==> src/include/trap_pkg.sv <==
`default_nettype none
package trap_pkg;
  localparam int          ADDR_W          = 4;
  localparam int          DATA_W          = 16;
  // Register offsets (plain port, word index)
  localparam logic [3:0]  OFS_TRAP_CTRL   = 4'h0;
  localparam logic [3:0]  OFS_PRIO        = 4'h1;
  localparam logic [3:0]  OFS_IRQ_STATUS  = 4'h2;
  localparam logic [3:0]  OFS_IRQ_ENABLE  = 4'h3;
  localparam logic [3:0]  OFS_IRQ_CLEAR   = 4'h4;
  // Field positions in trap_status_and_nesting_control
  localparam int          BIT_NEST_DIS    = 15;
  localparam int          BIT_DIV0        = 6;
  localparam int          BIT_MATH        = 4;
  localparam int          BIT_ADDR        = 3;
  localparam int          BIT_STACK       = 2;
  localparam int          BIT_CLKFAIL     = 1;
  localparam logic [15:0] TRAP_CTRL_MASK  = 16'h805E;
  localparam logic [15:0] TRAP_CTRL_RESET = 16'h0000;
  localparam logic [2:0]  PRIO_RESET      = 3'h0;
  // Interrupt status bit positions
  localparam int          EV_W            = 4;
  localparam int          EV_MATH         = 0;
  localparam int          EV_ADDR         = 1;
  localparam int          EV_STACK        = 2;
  localparam int          EV_CLKFAIL      = 3;
  localparam logic [3:0]  EV_RESET        = 4'h0;

  typedef struct packed {
    logic math;
    logic div_zero;
    logic addr;
    logic stack;
    logic clk_fail;
  } trap_event_s;

  typedef struct packed {
    logic [ADDR_W-1:0] addr;
    logic [DATA_W-1:0] wdata;
    logic              wr;
    logic              rd;
  } reg_req_s;
endpackage
`default_nettype wire

==> src/core/trap_flag_bit.sv <==
`timescale 1ns/10ps
`default_nettype none
// One sticky bit: hardware set beats software write
module trap_flag_bit (
  input  wire logic core_clk,
  input  wire logic rstn,
  input  wire logic trap_set,
  input  wire logic wr_en,
  input  wire logic wr_val,
  output logic      flag_q
);
  logic flag_d;

  always_comb begin
    flag_d = flag_q;
    if (wr_en) begin
      flag_d = wr_val;
    end
    if (trap_set) begin
      flag_d = 1'b1;
    end
  end

  always_ff @(posedge core_clk or negedge rstn) begin
    if (!rstn) begin
      flag_q <= 1'b0;
    end else begin
      flag_q <= flag_d;
    end
  end
endmodule
`default_nettype wire

==> src/core/trap_status_flags.sv <==
// Behaviour
// RL1 - An address error trap sets the address-error flag at bit 3, which is zero until one is recorded.
// RL2 - A stack error trap sets the stack-error flag at bit 2, which is zero until one is recorded.
// RL3 - An oscillator failure trap sets the clock-failure flag at bit 1, zero until one is recorded.
// RL4 - A math error trap sets the arithmetic-error flag at bit 4, which stays zero otherwise.
// RL5 - A math trap caused by division by zero sets the divide-zero cause flag at bit 6, else it stays zero.
// RL6 - All flags and the nesting-disable bit are writable, reset to zero, and unused bits read zero.
// RL7 - While the nesting-disable bit is one the three-bit CPU priority level cannot be written.
// RL8 - Bit 15 is the nesting-disable bit, held with the trap flags in one register.
//
// The register offsets and the address-and-strobe port were chosen for this implementation.
`timescale 1ns/10ps
`default_nettype none
module trap_status_flags (
  input  wire logic                         core_clk,
  input  wire logic                         rstn,
  input  wire trap_pkg::trap_event_s        trap_ev,
  input  wire trap_pkg::reg_req_s           req,
  output logic [trap_pkg::DATA_W-1:0]       rdata_q,
  output logic [2:0]                        cpu_priority_level,
  output logic                              nesting_disable_bit,
  output logic                              irq
);
  // Bus decode
  logic        wr_ctrl;
  logic        wr_prio;
  logic        wr_en_irq;
  logic        wr_clr_irq;
  logic        div0_set;

  // Flag bits and register state
  logic        nesting_disable_q;
  logic        nesting_disable_d;
  logic        divide_zero_cause_flag;
  logic        arithmetic_trap_flag;
  logic        address_trap_flag;
  logic        stack_trap_flag;
  logic        clock_failure_trap_flag;

  logic [2:0]  prio_q;
  logic [2:0]  prio_d;
  logic [3:0]  ev_status_q;
  logic [3:0]  ev_status_d;
  logic [3:0]  ev_enable_q;
  logic [3:0]  ev_enable_d;
  logic [3:0]  ev_pulse;

  logic [15:0] ctrl_view;
  logic [15:0] rdata_d;

  // Write strobe aimed at one register index
  function automatic logic hit(
    input trap_pkg::reg_req_s r,
    input logic [3:0]         ofs
  );
    hit = r.wr && (r.addr == ofs);
  endfunction

  // Write decode per register index
  assign wr_ctrl    = hit(req, trap_pkg::OFS_TRAP_CTRL);
  assign wr_prio    = hit(req, trap_pkg::OFS_PRIO);
  assign wr_en_irq  = hit(req, trap_pkg::OFS_IRQ_ENABLE);
  assign wr_clr_irq = hit(req, trap_pkg::OFS_IRQ_CLEAR);
  // Cause flag only counts together with a math trap
  assign div0_set   = trap_ev.math & trap_ev.div_zero; // RL5

  // Trap flags; a trap beats a software write in the same cycle
  // Bit 6: math trap caused by a divide by zero
  trap_flag_bit u_div0 (
    .core_clk (core_clk),
    .rstn     (rstn),
    .trap_set (div0_set), // RL5
    .wr_en    (wr_ctrl), // RL6
    .wr_val   (req.wdata[trap_pkg::BIT_DIV0]),
    .flag_q   (divide_zero_cause_flag)
  );

  // Bit 4: any math error trap
  trap_flag_bit u_math (
    .core_clk (core_clk),
    .rstn     (rstn),
    .trap_set (trap_ev.math), // RL4
    .wr_en    (wr_ctrl),
    .wr_val   (req.wdata[trap_pkg::BIT_MATH]),
    .flag_q   (arithmetic_trap_flag)
  );

  // Bit 3: address error trap
  trap_flag_bit u_addr (
    .core_clk (core_clk),
    .rstn     (rstn),
    .trap_set (trap_ev.addr), // RL1
    .wr_en    (wr_ctrl),
    .wr_val   (req.wdata[trap_pkg::BIT_ADDR]),
    .flag_q   (address_trap_flag)
  );

  // Bit 2: stack error trap
  trap_flag_bit u_stack (
    .core_clk (core_clk),
    .rstn     (rstn),
    .trap_set (trap_ev.stack), // RL2
    .wr_en    (wr_ctrl),
    .wr_val   (req.wdata[trap_pkg::BIT_STACK]),
    .flag_q   (stack_trap_flag)
  );

  // Bit 1: oscillator failure trap
  trap_flag_bit u_clkfail (
    .core_clk (core_clk),
    .rstn     (rstn),
    .trap_set (trap_ev.clk_fail), // RL3
    .wr_en    (wr_ctrl),
    .wr_val   (req.wdata[trap_pkg::BIT_CLKFAIL]),
    .flag_q   (clock_failure_trap_flag)
  );

  // One irq status bit per trap source; the divide cause has none
  always_comb begin
    ev_pulse                      = '0;
    ev_pulse[trap_pkg::EV_MATH]    = trap_ev.math;
    ev_pulse[trap_pkg::EV_ADDR]    = trap_ev.addr;
    ev_pulse[trap_pkg::EV_STACK]   = trap_ev.stack;
    ev_pulse[trap_pkg::EV_CLKFAIL] = trap_ev.clk_fail;
  end

  // Nesting-disable bit and CPU priority level
  always_comb begin
    nesting_disable_d = nesting_disable_q;
    prio_d            = prio_q;
    if (wr_ctrl) begin
      nesting_disable_d = req.wdata[trap_pkg::BIT_NEST_DIS]; // RL8
    end
    // Priority is frozen while nesting is disabled
    if (wr_prio && !nesting_disable_q) begin
      prio_d = req.wdata[2:0]; // RL7
    end
  end

  always_ff @(posedge core_clk or negedge rstn) begin
    if (!rstn) begin
      nesting_disable_q <= trap_pkg::TRAP_CTRL_RESET[trap_pkg::BIT_NEST_DIS]; // RL6
      prio_q            <= trap_pkg::PRIO_RESET;
    end else begin
      nesting_disable_q <= nesting_disable_d;
      prio_q            <= prio_d;
    end
  end

  // Irq enable and sticky irq status
  always_comb begin
    ev_enable_d = ev_enable_q;
    ev_status_d = ev_status_q;
    if (wr_en_irq) begin
      ev_enable_d = req.wdata[trap_pkg::EV_W-1:0];
    end
    if (wr_clr_irq) begin
      ev_status_d = ev_status_d & ~req.wdata[trap_pkg::EV_W-1:0];
    end
    // Clear first, so a trap in the same cycle wins
    ev_status_d = ev_status_d | ev_pulse;
  end

  always_ff @(posedge core_clk or negedge rstn) begin
    if (!rstn) begin
      ev_enable_q <= trap_pkg::EV_RESET;
      ev_status_q <= trap_pkg::EV_RESET;
    end else begin
      ev_enable_q <= ev_enable_d;
      ev_status_q <= ev_status_d;
    end
  end

  // Control view; unimplemented positions stay low
  always_comb begin
    ctrl_view                        = '0; // RL6
    ctrl_view[trap_pkg::BIT_NEST_DIS] = nesting_disable_q;
    ctrl_view[trap_pkg::BIT_DIV0]     = divide_zero_cause_flag;
    ctrl_view[trap_pkg::BIT_MATH]     = arithmetic_trap_flag;
    ctrl_view[trap_pkg::BIT_ADDR]     = address_trap_flag;
    ctrl_view[trap_pkg::BIT_STACK]    = stack_trap_flag;
    ctrl_view[trap_pkg::BIT_CLKFAIL]  = clock_failure_trap_flag;
  end

  // Unmapped and write-only indices read as zero
  always_comb begin
    rdata_d = '0;
    if (req.rd) begin
      case (req.addr)
        trap_pkg::OFS_TRAP_CTRL: begin
          rdata_d = ctrl_view & trap_pkg::TRAP_CTRL_MASK; // RL6
        end
        trap_pkg::OFS_PRIO: begin
          rdata_d = {13'h0000, prio_q};
        end
        trap_pkg::OFS_IRQ_STATUS: begin
          rdata_d = {12'h000, ev_status_q};
        end
        trap_pkg::OFS_IRQ_ENABLE: begin
          rdata_d = {12'h000, ev_enable_q};
        end
        default: begin
          rdata_d = '0;
        end
      endcase
    end
  end

  // Read data stand one cycle after the strobe, zero otherwise
  always_ff @(posedge core_clk or negedge rstn) begin
    if (!rstn) begin
      rdata_q <= trap_pkg::TRAP_CTRL_RESET;
    end else begin
      rdata_q <= rdata_d;
    end
  end

  // Outputs straight from registers; irq is a level
  assign cpu_priority_level  = prio_q;
  assign nesting_disable_bit = nesting_disable_q;
  assign irq                 = |(ev_status_q & ev_enable_q);
endmodule
`default_nettype wire

==> config.mk <==
export PLATFORM = sky130hd
export DESIGN_NAME = trap_status_flags
export DESIGN_NICKNAME = d
export VERILOG_FILES = /design/src/include/trap_pkg.sv /design/src/core/trap_flag_bit.sv /design/src/core/trap_status_flags.sv
export SDC_FILE = /design/constraint.sdc
export NUM_CORES = 1
export LEC_CHECK = 0
export ABC_AREA = 1
export BUFFER_PORTS_ARGS = -buffer_cell sky130_fd_sc_hd__buf_2
export CAP_MARGIN = 40
export CORE_ASPECT_RATIO = 0.8
export CORE_MARGIN = 4
export CORE_UTILIZATION = 42
export DETAILED_ROUTE_END_ITERATION = 10
export PLACE_DENSITY = 0.74
export REMOVE_ABC_BUFFERS = 1
export SLEW_MARGIN = 0
export SYNTH_ARGS = -nofsm -noshare
export SYNTH_HDL_FRONTEND = slang
export SYNTH_HIERARCHICAL = 1
export SYNTH_SLANG_ARGS = --single-unit
==> constraint.sdc <==
create_clock -name core_clk -period 2.05 [get_ports core_clk]
set_input_delay 0.41 -clock core_clk [delete_from_list [all_inputs] [get_ports core_clk]]
set_output_delay 0.41 -clock core_clk [all_outputs]
set_load 0.05 [all_outputs]
; ---- Word-level counts from Yosys, hierarchy flattened
; Cells that the tools add are included.
[totals]
mem_bits_rw = 0
register_bits = 33
mem_count = 0
word_cells = 45
romBits = 0
latch_bits = 0
output_inout_bits = 21
[op_classes]
reduce_logical = 13
muxes = 13
multipliers = 0
n_lt_le_gt_ge = 0
bitwise_logic = 5
n_div = 0
n_addsub = 0
shift = 0
eq_ne = 4
[op_table]
columns = op, n
row1 = 16-bit case mux with 4 select lines, 1
row2 = 16-bit 2-to-1 mux, 1
row3 = 1-bit 2-to-1 mux, 10
row4 = 2-bit nonzero test, 5
row5 = 4-bit bitwise AND, 2
row6 = 4-bit by 2-bit equality test with 1-bit output (second input constant), 2
row7 = 1-bit logical AND, 5
row8 = 4-bit by 1-bit equality test with 1-bit output (second input constant), 1
row9 = 4-bit by 3-bit equality test with 1-bit output (second input constant), 1
row10 = 4-bit logical NOT, 1
row11 = 4-bit 2-to-1 mux, 1
row12 = 4-bit NOT, 1
row13 = 4-bit OR, 1
row14 = 4-bit OR reduction, 1
row15 = 1-bit bitwise AND, 1
row16 = 1-bit logical NOT, 1

; ---- Depth between registers and ports, before layout
[depth]
ltp_word = 4
ltp_mapped = 6

; ---- Modules after synthesis
; Netlist, hierarchy kept.
[modules_own_cells]
columns = module, instances, area_per_inst_um2, cells_per_inst
row1 = trap_status_flags, 1, 1047.3, 136
row2 = trap_flag_bit, 5, 52.6, 6

; ---- Worst setup path after synthesis
; No wires, ideal clock.
[synth_path]
kind = flip-flop to output port
from = register ev_status_q[0]
to = output irq
path_buffers = 0
arrival_time_ps = 920
setup_slack_ps = 720
t_required_ps = 1640
path_stages_with_launch = 3
path_cell_list = dfrtp_1 nand2_1 nand4_1
[synth_via]
elab_chain_cells = 2
[synth_rtl]
columns = item, line
row1 = "start, declared", trap_status_flags.sv:42  ; logic [3:0] ev_status_q;
row2 = "start signal, assigned", trap_status_flags.sv:167  ; ev_status_q <= trap_pkg::EV_RESET;
row3 = "start signal, assigned", trap_status_flags.sv:170  ; ev_status_q <= ev_status_d;
row4 = 4-bit bitwise AND, trap_status_flags.sv:221  ; assign irq = |(ev_status_q & ev_enable_q);
row5 = 4-bit OR reduction, trap_status_flags.sv:221
row6 = "end, declared", trap_status_flags.sv:22  ; output logic irq
; No other way between the ends.

; ---- Worst setup path in the final report
; Ends and elaborated chain as after synthesis.

==> flow_results.xml <==
<?xml version="1.0" encoding="UTF-8"?>
<metrics>
  <group name="die">
    <metric name="start_util" unit="%">45.6</metric>
    <metric name="dieArea" unit="um2">4080</metric>
    <metric name="row_count" unit="">17</metric>
    <metric name="io-pin-count" unit="">50</metric>
    <metric name="die-width" unit="um">70.4</metric>
    <metric name="die_span_in_y" unit="um">58.0</metric>
    <metric name="design.core.area" unit="um2">2870</metric>
  </group>
  <group name="setup_path">
    <metric name="cp_slowest_stage_delay" unit="ns">0.42</metric>
    <metric name="timing.critical_path.slowest_stage_cell" unit="">dfrtp_1</metric>
    <metric name="reg2reg_setup_slack" unit="ns">1.05</metric>
    <metric name="cp_data_required_time" unit="ns">1.64</metric>
    <metric name="r2r-end" unit="">cpu_priority_level[0]$_DFFE_PN0P_</metric>
    <metric name="worstRegToRegCells" unit="">4</metric>
    <metric name="maximum_net_fanout_on_the_critical_path" unit="">4</metric>
    <metric name="crit_type" unit="">flip-flop to output pin</metric>
    <metric name="critPathLaunchType" unit="">flip-flop</metric>
    <metric name="crit-reg2reg-launch" unit="">nesting_disable_bit$_DFFE_PN0P_</metric>
    <metric name="critical_path_arrival" unit="ns">1.12</metric>
    <metric name="timing.critical_path.to_type" unit="">output pin</metric>
    <metric name="path_cells" unit="">nand2_1 &gt; nand4_1 &gt; buf_2</metric>
  </group>
  <group name="cells_and_area">
    <metric name="n_antenna_cell" unit="">0</metric>
    <metric name="area_growth_synth_to_finish" unit="%">17.8</metric>
    <metric name="multi_input_area" unit="um2">537</metric>
    <metric name="final_cell_mix" unit="">nand2_1, inv_1, buf_2</metric>
    <metric name="layout-drive-gt1-share" unit="%">25.5</metric>
    <metric name="layout.nets" unit="">230</metric>
    <metric name="final_core_util" unit="%">53.7</metric>
    <metric name="finalNonFillerCells" unit="">238</metric>
    <metric name="fillers" unit="">305</metric>
    <metric name="mostFrequentLayoutCell" unit="">nand2_1</metric>
    <metric name="seqCellArea" unit="um2">601</metric>
  </group>
  <group name="pwr">
    <metric name="switching_power" unit="mW">0.424</metric>
    <metric name="share_seq_of_total_power" unit="%">43.2</metric>
    <metric name="p_sw_share" unit="%">33.3</metric>
    <metric name="clock_power_share" unit="%">32.7</metric>
    <metric name="combPwrFrac" unit="%">24.1</metric>
    <metric name="power_per_cell_area" unit="nW/um2">825</metric>
    <metric name="power.static_leakage" unit="nW">0.888</metric>
    <metric name="power_report.internal_total" unit="mW">0.850</metric>
    <metric name="ir_worst_vdd" unit="mV">0.368</metric>
  </group>
  <group name="place">
    <metric name="dpl.hpwl" unit="um">2130</metric>
    <metric name="finalWeightedCongestion" unit="">0.856</metric>
    <metric name="portBuffers" unit="">31</metric>
    <metric name="dpl.cell_count" unit="">234</metric>
    <metric name="placement.setup.worst_slack" unit="ns">0.597</metric>
  </group>
  <group name="grt">
    <metric name="grt_remaining_overflow" unit="">0</metric>
    <metric name="use_met1" unit="%">19.4</metric>
    <metric name="total_global_routing_track_utilization" unit="%">14.0</metric>
    <metric name="grt_util_met2" unit="%">21.5</metric>
    <metric name="grt_antenna_before_repair" unit="">0</metric>
    <metric name="global_route_wire_length_before_repair" unit="um">4470</metric>
    <metric name="grt_max_degree" unit="">25</metric>
    <metric name="global_route.usage.met3" unit="%">4.68</metric>
    <metric name="grt_most_used_layer" unit="">met2</metric>
    <metric name="first_global_vias" unit="">963</metric>
  </group>
  <group name="sta">
    <metric name="finalSetupViolations" unit="">0</metric>
    <metric name="timing.setup.tns" unit="ns">0</metric>
    <metric name="timing_max_transition_violations_final" unit="">0</metric>
    <metric name="timing.final.crit_period" unit="ns">1.53</metric>
    <metric name="final_hold_viol_count" unit="">0</metric>
    <metric name="final.setup_skew" unit="ns">0.00438</metric>
    <metric name="period_utilization" unit="%">74.9</metric>
    <metric name="rsz0062_at_grt" unit="">false</metric>
    <metric name="max_clock_freq" unit="MHz">652</metric>
    <metric name="layout_setup_ws" unit="ns">0.515</metric>
    <metric name="worst_slew_margin_rel" unit="%">65.1</metric>
    <metric name="tightest_slew" unit="ns">0.524</metric>
  </group>
  <group name="route">
    <metric name="routed_via_density" unit="">4.56</metric>
    <metric name="antenna_left" unit="">0</metric>
    <metric name="routed-via-count" unit="">1085</metric>
    <metric name="wl" unit="um">2700</metric>
    <metric name="drc" unit="">0</metric>
    <metric name="routed_length_per_instance" unit="um">11.3</metric>
    <metric name="drt_first_iter_violations" unit="">81</metric>
    <metric name="drt_pass1_iterations" unit="">4</metric>
  </group>
  <group name="clock_tree">
    <metric name="cts_setup_buffers" unit="">0</metric>
    <metric name="cts_tree" unit="">done</metric>
    <metric name="cts.path.max_buffers" unit="">2</metric>
    <metric name="tritoncts.num_buffers" unit="">3</metric>
    <metric name="clk_latency_worst_skew_pair" unit="ns">0.27</metric>
    <metric name="cts.sinks" unit="">24</metric>
    <metric name="worst_setup_hold_path_clk_slew" unit="ns">0.09</metric>
    <metric name="htreeDepth" unit="">1</metric>
    <metric name="post_cts.resized_instances" unit="">0</metric>
    <metric name="clk_root_buffer_cell" unit="">clkbuf_8</metric>
    <metric name="hold_buffers" unit="">0</metric>
  </group>
  <group name="synth">
    <metric name="synth_seq_cells" unit="">24</metric>
    <metric name="yosys.cell_types.count" unit="">17</metric>
    <metric name="synth_area" unit="um2">1310</metric>
    <metric name="ys_warn_count" unit="">6</metric>
    <metric name="post_synth.cell_area_avg" unit="um2">7.89</metric>
    <metric name="synth-seq-area-share" unit="%">45.8</metric>
    <metric name="syn_inst" unit="">166</metric>
  </group>
  <group name="run">
    <metric name="maxCapViolCount" unit="">0</metric>
  </group>
  <group name="run_status">
    <metric name="status" unit="">complete, no violations</metric>
  </group>
  <group name="min_path">
    <metric name="holdCritPathClass" unit="">input port to async pin</metric>
  </group>
</metrics>
==> per-stage QoR <==
| stage | hold slack (ns) | area (um2) | total power [mW] |
|---|---|---|---|
| 6_report | 0.108 | 1540 | 1.27 |
| 5_1_grt | 0.147 | 1540 | 1.33 |
| 4_1_cts | 0.128 | 1540 | 1.29 |
| 3_5_place_dp | 0.426 | 1470 | 0.868 |
| 3_3_place_gp | 0.424 | 1470 | 0.864 |
| 2_1_floorplan | 0.114 | 1260 | 0.776 |
==> worst max-delay path, delay by kind of cell (launching register included) <==
kind | cells | cell delay (ns)
simple gates | 2 | 0.17
buf+inv | 1 | 0.26
flops | 1 | 0.42
==> synth_stat cells <==
master	instances	area [um2]
buf_4	9	67.6
buf_6	1	11.3
conb_1	1	3.75
dfrtp_1	24	601
inv_1	33	124
nand2_1	39	146
nand2_2	5	31.3
nand3_1	23	115
nand3_2	5	50.1
nand3_4	1	17.5
nand4_1	2	12.5
nor2_1	11	41.3
nor2_4	3	33.8
nor3_1	1	5.00
nor3_2	1	10.0
nor3b_1	2	15.0
o21ai_0	5	25.0
==> flip-flops by register name, summed over array words and instances (netlist names) <==
signal,flops
u_clkfail/flag_q,1
cpu_priority_level,3
ev_enable_q,4
ev_status_q,4
nesting_disable_bit,1
u_stack/flag_q,1
rdata_q,7
u_math/flag_q,1
u_addr/flag_q,1
u_div0/flag_q,1
==> layout make-up <==
cell class,instances,area share (%)
Clock inverter,1,1.95
Timing Repair Buffer,32,10.5
Tap cell,38,3.08
Sequential cell,24,38.9
Clock buffer,3,2.68
Multi-Input combinational cell,107,34.8
Inverter,33,8.03
==> per-layer routing <==
layer,vias up,part of all wire (%)
met3,3,6.5
li1,562,-
met4,0,0.37
met2,28,44
met5,-,0
met1,492,49
==> logic make-up (layout without fill, tap and decap cells) <==
kind of cell | count (synthesis) | in the layout | synth area share [%]
AND/OR/NAND/NOR | 93 | 93 | 36.5
buffers and inverters | 43 | 69 | 15.5
flip-flops | 24 | 24 | 45.8
AO/OA/AOI/OAI | 5 | 5 | 1.91
other | 1 | 9 | 0.286
==> worst max path at each step <==
stage	from	endpoint	slack, ns	depth (start not counted)
global placement	req[18]	u_div0/flag_q$_DFFE_PN0P_	0.60	7
floorplan	req[21]	u_addr/flag_q$_DFFE_PN0P_	0.71	6
CTS	ev_status_q[0]$_DFF_PN0_	irq	0.51	3
finish	ev_status_q[0]$_DFF_PN0_	irq	0.52	3
global route	ev_status_q[0]$_DFF_PN0_	irq	0.44	3
detailed placement	req[18]	u_math/flag_q$_DFFE_PN0P_	0.60	7
==> power groups by stage <==
stage / sequential [mW] / combinational, mW / clock (mW)
floorplan: 0.634 / 0.141 / 0
global placement: 0.558 / 0.306 / 0
detailed placement: 0.559 / 0.309 / 0
CTS: 0.550 / 0.310 / 0.429
global route: 0.557 / 0.333 / 0.444
finish: 0.550 / 0.307 / 0.416
Note: power is estimated with default switching activity, not from simulation.
